`config.mk`:
```
export PLATFORM = sky130hd
export DESIGN_NAME = rpb_top
export DESIGN_NICKNAME = d
export VERILOG_FILES = /design/src/rpb_pkg.sv /design/src/rpb_timebase.sv /design/src/rpb_top.sv
export SDC_FILE = /design/constraint.sdc
export NUM_CORES = 1
export LEC_CHECK = 0
export ABC_AREA = 1
export BUFFER_PORTS_ARGS = -buffer_cell sky130_fd_sc_hd__buf_2
export CELL_PAD_IN_SITES_DETAIL_PLACEMENT = 0
export CELL_PAD_IN_SITES_GLOBAL_PLACEMENT = 1
export CORE_ASPECT_RATIO = 1.1
export CORE_MARGIN = 8
export CORE_UTILIZATION = 35
export DETAILED_ROUTE_END_ITERATION = 8
export PLACE_DENSITY_LB_ADDON = 0.25
export SLEW_MARGIN = 20
export SYNTH_ARGS = -nofsm -noshare
export SYNTH_HDL_FRONTEND = slang
export SYNTH_SLANG_ARGS = --single-unit
```
`constraint.sdc`:
```
create_clock -name clk -period 3.2 [get_ports clk]
set_clock_uncertainty 0.05 [all_clocks]
set_input_delay 0.16 -clock clk [delete_from_list [all_inputs] [get_ports clk]]
set_output_delay 0.16 -clock clk [all_outputs]
set_load 0.01 [all_outputs]
```
`src/rpb_pkg.sv`:
```
// constants, types and state layouts for the rgb pwm and boost control block
package rpb_pkg;

  // ==================================================================
  // clock and timing
  localparam int CLK_HZ = 20_000_000;
  localparam int SOFT_START_MS = 10;
  localparam int SOFT_START_CYC = CLK_HZ / 1000 * SOFT_START_MS;
  localparam int SLOT_HZ_FAST = 2_500_000;
  localparam int SLOT_HZ_MID = 1_250_000;
  localparam int SLOT_HZ_SLOW = 625_000;
  localparam logic [4:0] SLOT_DIV_FAST = 5'(CLK_HZ / SLOT_HZ_FAST - 1);
  localparam logic [4:0] SLOT_DIV_MID = 5'(CLK_HZ / SLOT_HZ_MID - 1);
  localparam logic [4:0] SLOT_DIV_SLOW = 5'(CLK_HZ / SLOT_HZ_SLOW - 1);
  localparam int SW_HZ_HI = 2_000_000;
  localparam int SW_HZ_MID = 1_666_667;
  localparam int SW_HZ_LO = 1_000_000;
  localparam logic [3:0] SW_HALF_HI = 4'((CLK_HZ + SW_HZ_HI) / (2 * SW_HZ_HI) - 1);
  localparam logic [3:0] SW_HALF_MID = 4'((CLK_HZ + SW_HZ_MID) / (2 * SW_HZ_MID) - 1);
  localparam logic [3:0] SW_HALF_LO = 4'((CLK_HZ + SW_HZ_LO) / (2 * SW_HZ_LO) - 1);

  // ==================================================================
  // pwm geometry
  localparam logic [5:0] PWM_SLOTS = 6'h3F;
  localparam logic [5:0] PWM_LAST_SLOT = 6'h3E;
  localparam logic [5:0] PWM_MID_SLOT = 6'h1F;
  localparam logic [5:0] SET_PHASE_STEP = 6'h10;
  localparam int NUM_SETS = 4;
  localparam int NUM_CH = 12;

  // ==================================================================
  // register map
  localparam logic [7:0] ADDR_LEVEL_FIRST = 8'h00;
  localparam logic [7:0] ADDR_LEVEL_LAST = 8'h0B;
  localparam logic [7:0] ADDR_BOOST_LEVEL = 8'h0F;
  localparam logic [7:0] ADDR_SWITCH_RATE = 8'h10;
  localparam logic [7:0] ADDR_SOFT_RESET = 8'h60;
  localparam logic [7:0] RST_LEVEL = 8'h00;
  localparam logic [7:0] RST_BOOST_LEVEL = 8'h3F;
  localparam logic [2:0] RST_SWITCH_RATE = 3'h7;
  localparam int SCALE_MSB = 7;
  localparam int SCALE_LSB = 6;
  localparam int DUTY_MSB = 5;

  // ==================================================================
  // enumerations
  typedef enum logic [1:0] {
    SW_RATE_1M = 2'b00,
    SW_RATE_1M67 = 2'b01,
    SW_RATE_2M = 2'b10
  } rpb_sw_rate_e;

  typedef enum logic [1:0] {
    BOOST_OFF = 2'b00,
    BOOST_SOFT = 2'b01,
    BOOST_RUN = 2'b10
  } rpb_boost_e;

  // ==================================================================
  // state records
  typedef struct packed {
    logic [4:0] slot_div;
    logic [5:0] slot;
    logic slot_tick;
    logic [3:0] sw_div;
    logic sw_clk;
  } rpb_tb_s;

  typedef struct packed {
    logic [NUM_CH-1:0][7:0] level;
    logic [7:0] boost_level;
    logic [2:0] switch_rate;
    rpb_boost_e boost_state;
    logic [17:0] soft_cnt;
    logic [NUM_CH-1:0] sink_on;
    logic [7:0] rdata;
    logic sink_load;
    logic boost_on;
    logic soft_on;
  } rpb_top_s;

endpackage

```
`src/rpb_timebase.sv`:
```
// pwm slot counter and boost switching clock divider from the one oscillator
`timescale 1ns/1ps
`default_nettype none
module rpb_timebase (
  // clock and reset
  input wire logic clk,
  input wire logic rst,
  // selections
  input wire logic [1:0] pwm_rate,
  input wire rpb_pkg::rpb_sw_rate_e sw_rate,
  input wire logic sw_run,
  // timing out
  output logic slot_tick,
  output logic [5:0] slot,
  output logic sw_clk
);

  rpb_pkg::rpb_tb_s st_r;
  rpb_pkg::rpb_tb_s st_nxt;
  logic [4:0] div_lim;
  logic [3:0] half_lim;

  // ==================================================================
  // divider limits
  always_comb begin
    case (pwm_rate)
      2'b00: div_lim = rpb_pkg::SLOT_DIV_SLOW;
      2'b01: div_lim = rpb_pkg::SLOT_DIV_MID;
      default: div_lim = rpb_pkg::SLOT_DIV_FAST;
    endcase
    case (sw_rate)
      rpb_pkg::SW_RATE_2M: half_lim = rpb_pkg::SW_HALF_HI;
      rpb_pkg::SW_RATE_1M67: half_lim = rpb_pkg::SW_HALF_MID;
      default: half_lim = rpb_pkg::SW_HALF_LO;
    endcase
  end

  // ==================================================================
  // next state
  always_comb begin
    st_nxt = st_r;
    st_nxt.slot_tick = 1'b0;
    if (st_r.slot_div >= div_lim) begin
      st_nxt.slot_div = 5'h00;
      st_nxt.slot_tick = 1'b1;
      // free-running 63-slot period
      st_nxt.slot = (st_r.slot >= rpb_pkg::PWM_LAST_SLOT) ? 6'h00 : st_r.slot + 6'h01;
    end else begin
      st_nxt.slot_div = st_r.slot_div + 5'h01;
    end
    // switching clock stops low while the converter is halted
    if (!sw_run) begin
      st_nxt.sw_div = 4'h0;
      st_nxt.sw_clk = 1'b0;
    end else if (st_r.sw_div >= half_lim) begin
      st_nxt.sw_div = 4'h0;
      st_nxt.sw_clk = ~st_r.sw_clk;
    end else begin
      st_nxt.sw_div = st_r.sw_div + 4'h1;
    end
  end

  always_ff @(posedge clk) begin
    if (rst) begin
      st_r <= '0;
    end else begin
      st_r <= st_nxt;
    end
  end

  assign slot_tick = st_r.slot_tick;
  assign slot = st_r.slot;
  assign sw_clk = st_r.sw_clk;

endmodule
`default_nettype wire

```
`src/rpb_top.sv`:
```
// register file, phased rgb pwm outputs and boost sequencing
`timescale 1ns/1ps
`default_nettype none
module rpb_top #(
  parameter int SOFT_START_CYCLES = rpb_pkg::SOFT_START_CYC
) (
  // clock and reset
  input wire logic clk,
  input wire logic rst,
  // register port
  input wire logic [7:0] reg_addr,
  input wire logic [7:0] reg_wdata,
  input wire logic reg_wr,
  input wire logic reg_rd,
  output logic [7:0] reg_rdata,
  // control bits
  input wire logic device_awake,
  input wire logic [3:0] color_set_enable,
  input wire logic boost_enable,
  input wire logic light_load_sink_enable,
  input wire logic pwm_rate_select_hi,
  input wire logic pwm_rate_select_lo,
  // led sinks
  output logic [11:0] led_sink_on,
  output logic [23:0] led_current_scale,
  // boost stage
  output logic boost_run,
  output logic pulse_frequency_mode,
  output logic boost_switch_clk,
  output logic [7:0] boost_level,
  output logic light_load_sink_on
);

  rpb_pkg::rpb_top_s st_r;
  rpb_pkg::rpb_top_s st_nxt;
  logic soft_rst;
  logic blk_rst;
  logic slot_tick;
  logic [5:0] slot;
  rpb_pkg::rpb_sw_rate_e sw_rate;
  logic [2:0] sel;

  // ==================================================================
  // helpers
  function automatic rpb_pkg::rpb_sw_rate_e sw_decode(input logic [2:0] f);
    if (f[2]) begin
      sw_decode = rpb_pkg::SW_RATE_2M;
    end else if (f[1]) begin
      sw_decode = rpb_pkg::SW_RATE_1M67;
    end else begin
      sw_decode = rpb_pkg::SW_RATE_1M;
    end
  endfunction

  // one-hot register select shared by the write and read paths
  function automatic logic [2:0] reg_sel(input logic [7:0] a);
    reg_sel = 3'h0;
    if (a <= rpb_pkg::ADDR_LEVEL_LAST) begin
      reg_sel = 3'h1;
    end else if (a == rpb_pkg::ADDR_BOOST_LEVEL) begin
      reg_sel = 3'h2;
    end else if (a == rpb_pkg::ADDR_SWITCH_RATE) begin
      reg_sel = 3'h4;
    end
  endfunction

  // slot position within a set's own period, shifted per set
  function automatic logic [5:0] set_pos(input logic [5:0] s, input logic [1:0] set);
    logic [6:0] t;
    logic [6:0] off;
    off = 7'(set) * 7'(rpb_pkg::SET_PHASE_STEP);
    t = 7'(s) + 7'(rpb_pkg::PWM_SLOTS) - off;
    if (t >= 7'(rpb_pkg::PWM_SLOTS)) begin
      t = t - 7'(rpb_pkg::PWM_SLOTS);
    end
    set_pos = t[5:0];
  endfunction

  // colour 0 leads, 1 centred, 2 trails
  function automatic logic pwm_hit(input logic [5:0] p, input logic [5:0] n,
                                   input logic [1:0] color);
    logic [6:0] gs;
    gs = 7'(rpb_pkg::PWM_MID_SLOT) - 7'(n[5:1]);
    case (color)
      2'd0: pwm_hit = p < n;
      2'd1: pwm_hit = (7'(p) >= gs) && (7'(p) < gs + 7'(n));
      default: pwm_hit = 7'(p) >= 7'(rpb_pkg::PWM_SLOTS) - 7'(n);
    endcase
  endfunction

  // ==================================================================
  // soft reset by write to the reset address
  assign soft_rst = reg_wr && (reg_addr == rpb_pkg::ADDR_SOFT_RESET);
  assign blk_rst = rst || soft_rst;
  assign sw_rate = sw_decode(st_r.switch_rate);
  assign sel = reg_sel(reg_addr);

  rpb_timebase u_timebase (
    .clk(clk),
    .rst(blk_rst),
    .pwm_rate({pwm_rate_select_hi, pwm_rate_select_lo}),
    .sw_rate(sw_rate),
    .sw_run(st_r.boost_on),
    .slot_tick(slot_tick),
    .slot(slot),
    .sw_clk(boost_switch_clk)
  );

  // ==================================================================
  // next state
  always_comb begin
    st_nxt = st_r;
    // register writes
    if (reg_wr) begin
      if (sel[0]) begin
        st_nxt.level[reg_addr[3:0]] = reg_wdata;
      end else if (sel[1]) begin
        st_nxt.boost_level = reg_wdata;
      end else if (sel[2]) begin
        st_nxt.switch_rate = reg_wdata[2:0];
      end
    end
    // register reads, unmapped addresses answer zero
    if (reg_rd) begin
      if (sel[0]) begin
        st_nxt.rdata = st_r.level[reg_addr[3:0]];
      end else if (sel[1]) begin
        st_nxt.rdata = st_r.boost_level;
      end else if (sel[2]) begin
        st_nxt.rdata = {5'h00, st_r.switch_rate};
      end else begin
        st_nxt.rdata = 8'h00;
      end
    end
    // boost sequencing
    case (st_r.boost_state)
      rpb_pkg::BOOST_OFF: begin
        st_nxt.soft_cnt = 18'h00000;
        if (boost_enable) begin
          st_nxt.boost_state = rpb_pkg::BOOST_SOFT;
        end
      end
      rpb_pkg::BOOST_SOFT: begin
        st_nxt.soft_cnt = st_r.soft_cnt + 18'h00001;
        if (!boost_enable) begin
          st_nxt.boost_state = rpb_pkg::BOOST_OFF;
        end else if (st_r.soft_cnt >= 18'(SOFT_START_CYCLES - 1)) begin
          st_nxt.boost_state = rpb_pkg::BOOST_RUN;
        end
      end
      rpb_pkg::BOOST_RUN: begin
        if (!boost_enable) begin
          st_nxt.boost_state = rpb_pkg::BOOST_OFF;
        end
      end
      default: begin
        st_nxt.boost_state = rpb_pkg::BOOST_OFF;
      end
    endcase
    // boost pins leave from flops, decoded from the next state
    st_nxt.boost_on = st_nxt.boost_state != rpb_pkg::BOOST_OFF;
    st_nxt.soft_on = st_nxt.boost_state == rpb_pkg::BOOST_SOFT;
    st_nxt.sink_load = light_load_sink_enable;
    // led sink comparison, one per output
    for (int i = 0; i < rpb_pkg::NUM_CH; i++) begin
      st_nxt.sink_on[i] = device_awake
        && color_set_enable[i / 3]
        && pwm_hit(set_pos(slot, 2'(i / 3)), st_r.level[i][rpb_pkg::DUTY_MSB:0], 2'(i % 3));
    end
  end

  // ==================================================================
  // state register
  always_ff @(posedge clk) begin
    if (blk_rst) begin
      st_r.level <= {rpb_pkg::NUM_CH{rpb_pkg::RST_LEVEL}};
      st_r.boost_level <= rpb_pkg::RST_BOOST_LEVEL;
      st_r.switch_rate <= rpb_pkg::RST_SWITCH_RATE;
      st_r.boost_state <= rpb_pkg::BOOST_OFF;
      st_r.soft_cnt <= 18'h00000;
      st_r.sink_on <= 12'h000;
      st_r.rdata <= 8'h00;
      st_r.sink_load <= 1'b0;
      st_r.boost_on <= 1'b0;
      st_r.soft_on <= 1'b0;
    end else begin
      st_r <= st_nxt;
    end
  end

  // ==================================================================
  // outputs
  always_comb begin
    for (int i = 0; i < rpb_pkg::NUM_CH; i++) begin
      led_current_scale[2*i +: 2] = st_r.level[i][rpb_pkg::SCALE_MSB:rpb_pkg::SCALE_LSB];
    end
  end

  assign led_sink_on = st_r.sink_on;
  assign reg_rdata = st_r.rdata;
  assign boost_run = st_r.boost_on;
  assign pulse_frequency_mode = st_r.soft_on;
  assign boost_level = st_r.boost_level;
  assign light_load_sink_on = st_r.sink_load;

endmodule
`default_nettype wire

```
==> summary.txt <==
Placement
  – Placed Area: 0.01146 sq mm
  – Buffers on Ports: 84
  – Gp weighted congestion: 0.8583
  – HPWL Detailed: 25370 um

Floorplan
  – Die W: 183.3 um
  – I/O pin total: 85
  – Die area: 0.03666 sq mm
  – Row Count: 67
  – Initial Util: 35.41%
  – Die H: 200.0 um
  – Core area: 0.03043 sq mm

Detailed routing
  – Drt total wl: 32690 um
  – Routed vias: 9420
  – Drt drc: 0
  – Starting DRT DRC Count: 627
  – Via density: 4.961
  – Antenna violation net count after detailed routing: 0
  – Routed len/inst: 17.21 um
  – DRT Pass-1 Iters: 5

Hold path
  – Worst hold path class: in -> reg

Timing
  – RSZ-0062 raised after global routing: yes
  – Max_slew headroom: 40.66%
  – Worst slew pin tran: 890.1 ps
  – Fin Setup TNS: 0 ps
  – Setup Viol. Count Final: 0
  – Final critical-path required period: 3044 ps
  – Fin. max-slew vios: 0
  – Fmax: 0.3285 GHz
  – Fin. Hold Viols: 0
  – Final period util: 95.12%

Synthesis
  – Netlist cell types: 47
  – Synth area leaders: dfxtp_1 (31%), ha_1 (14%), inv_1 (7.0%)
  – Post-synth EDFFs: 0
  – Post-synth top flop: dfxtp_1
  – Syn. warnings: 0
  – Syn Nets: 1577
  – Async S/R FF share, synth: 0%
  – Most instantiated cells after synthesis: inv_1 (202), nand2_1 (171), dfxtp_1 (166), o21ai_0 (149), a21oi_1 (131)
  – Gate Count Post-Synth: 1420
  – Synthesized area: 0.01077 sq mm
  – Syn_area_per_cell: 7.587 sq um
  – Flops & latches, synth: 166
  – Top-count cell post-synth: inv_1
  – Sequential area share after synthesis: 30.84%
  – Post-synth top area share: 30.84%
  – Yosys top cell by area: dfxtp_1

Worst setup path
  – Crit path arrival time: 3310 ps
  – Worst path max stage delay: 350 ps
  – Crit end category: register
  – Slowest CP cell: dfxtp_4
  – Critical path's most frequent cell: o21a_1
  – Worst-path fanout max: 8
  – CP Cell Sequence: inv_4 -> ha_4 -> or2_2 -> nor2_4 -> nand2_4 -> nor2_4 -> nand2_2 -> nand2_4 -> nand2_2 -> nand2_2 -> inv_1 -> ha_1 -> o21a_1 -> o21a_1 -> o21a_1 -> o21a_1 -> o21ai_1 -> a21oi_1
  – CP bufs+invs: 2
  – Critical Path Source Type: register
  – Delay-heaviest family, CP: simple AND/OR/NAND/NOR gates
  – Critical path type: reg -> reg
  – WP data required: 3470 ps

GRT
  – Vias in the first global route: 9082
  – GRT Residual Overflow: 0
  – Initial antenna violation count: 0
  – Total GRT Usage: 17.94%
  – First-pass GRT wire length: 50960 um
  – Largest net degree at the start of global routing: 51

Finish
  – Layout area overhead: 13.53%
  – Final #Nets: 1630
  – Layout cells sized above 1: 16.43%
  – Fill cell count: 3239
  – # diodes: 0
  – Final Instance Area: 0.01223 sq mm

Power and ir drop
  – Worst IR Drop VDD: 0.3283 mV
  – Clk pwr share: 46.7%
  – Pint: 3.490 mW
  – Leak: 5.334 nW
  – Switching Share: 26.11%
  – Pwr Density: 386.1 mW/mm^2
  – Share of power burned in registers: 44.3%
  – Net Sw Power: 1.233 mW
  – Combinational share of power: 9.0%

Clock tree
  – CTS tree: done
  – Htree depth: 4
  – Sink Count: 166
  – CTS Buffer Depth: 2
  – Clk slew on worst S/H paths: 70 ps
  – Worst skew pair latency: 430 ps
  – TritonCTS buffer count: 17
  – Root Buffer: clkbuf_16

Run status
  – Outcome: finished clean

Flow run
  – Max_cap viols: 0
what timing repair did:
item	in CTS	in global routing
endpoints found under the setup margin	3	11
endpoints found under the hold margin	2	0
hold buffers	2	0
gates cloned	0	0
pin swaps	0	11
gates resized for setup	2	37
buffers inserted	0	3
layer usage:
metal | share of wire, % | vias to the layer above | track usage, % | wire, um
met1 | 44 | 4368 | 22.26 | 14540
met2 | 49 | 159 | 31.24 | 16120
met5 | 0 | - | 0 | 0
li1 | - | 4859 | - | -
met3 | 4.0 | 34 | 3.186 | 1315
met4 | 2.2 | 0 | 5.636 | 705
layout by cell type (no fill, tap or decap), types with 17 or more instances in the layout:
cell,instances
o22ai_1,32
clkbuf_16,17
xor2_1,21
a21oi_1,130
a211oi_1,35
nand3_1,38
dfxtp_1,164
nor2_1,79
o21ai_0,138
ha_1,121
buf_2,84
inv_1,197
buf_4,47
nand2_1,163
worst register-to-register path, cell delays in order (launching register included):
cell     delay [ps]
dfxtp_4         350
inv_4            80
ha_4            200
or2_2           300
nor2_4          140
nand2_4          80
nor2_4          130
nand2_2         100
nand2_4         110
nand2_2          80
nand2_2          70
inv_1            60
ha_1            260
o21a_1          180
o21a_1          170
o21a_1          160
o21a_1          170
o21ai_1         130
a21oi_1          80
cells by family after synthesis:
group	share of synthesized area [%]
flip-flops	30.84
AND/OR/NAND/NOR	16.94
XOR/XNOR	2.195
buffers and inverters	13.13
adder cells (fa/ha/maj)	15.14
AO/OA/AOI/OAI	21.74
state kept, by name, indices dropped and copies added (netlist names):
register and count:
st_r 95, led_current_scale 24, led_sink_on 12, u_timebase.st_r 9, boost_level 8, reg_rdata 8, u_timebase.slot 6, boost_run 1
light_load_sink_on 1, pulse_frequency_mode 1, u_timebase.sw_clk 1
area by class of cell:
| type | instances | area, sq um | area share [%] |
|---|---|---|---|
| multi-input combinational | 942 | 6172 | 50.46 |
| sequential | 166 | 3328 | 27.21 |
| timing repair buffer | 134 | 804.5 | 6.577 |
| inverter | 212 | 798.3 | 6.526 |
| tap | 414 | 518.0 | 4.235 |
| clock buffer | 19 | 442.9 | 3.621 |
| clock inverter | 12 | 167.7 | 1.371 |
path summary, 6_finish.rpt:
check	to	cells past startpoint	slack, ps	start
worst max-delay path	led_sink_on[8]$_SDFF_PP0_	18	160	u_timebase.slot[0]$_SDFFE_PP0P_
worst min-delay path	led_sink_on[11]$_SDFF_PP0_	3	4	color_set_enable[3]
worst max register to register	led_sink_on[8]$_SDFF_PP0_	18	160	u_timebase.slot[0]$_SDFFE_PP0P_
worst min register to register	u_timebase.st_r[1]$_SDFF_PP0_	1	420	u_timebase.st_r[1]$_SDFF_PP0_
power groups by stage:
stage	Sequential, mW	Combinational [mW]	Clock (mW)
floorplan	2.14	0.269	0
global placement	2.14	0.409	0
detailed placement	2.14	0.413	0
CTS	2.09	0.417	2.26
global route	2.09	0.478	2.35
finish	2.09	0.425	2.21
per-stage QoR:
step	util [%]	hold slack [ps]	total power, mW	cells	setup slack [ps]
floorplan	-	222.2	2.407	1420	29.34
global placement	37.65	328.8	2.549	1863	21.27
detailed placement	37.65	333.1	2.553	1863	-56.50
CTS	39.74	0.6606	4.772	1896	8.979
global route	40.20	12.23	4.920	1899	-53.56
finish	40.20	4.015	4.723	1899	156.0
Note: power is estimated with default switching activity, not from simulation.
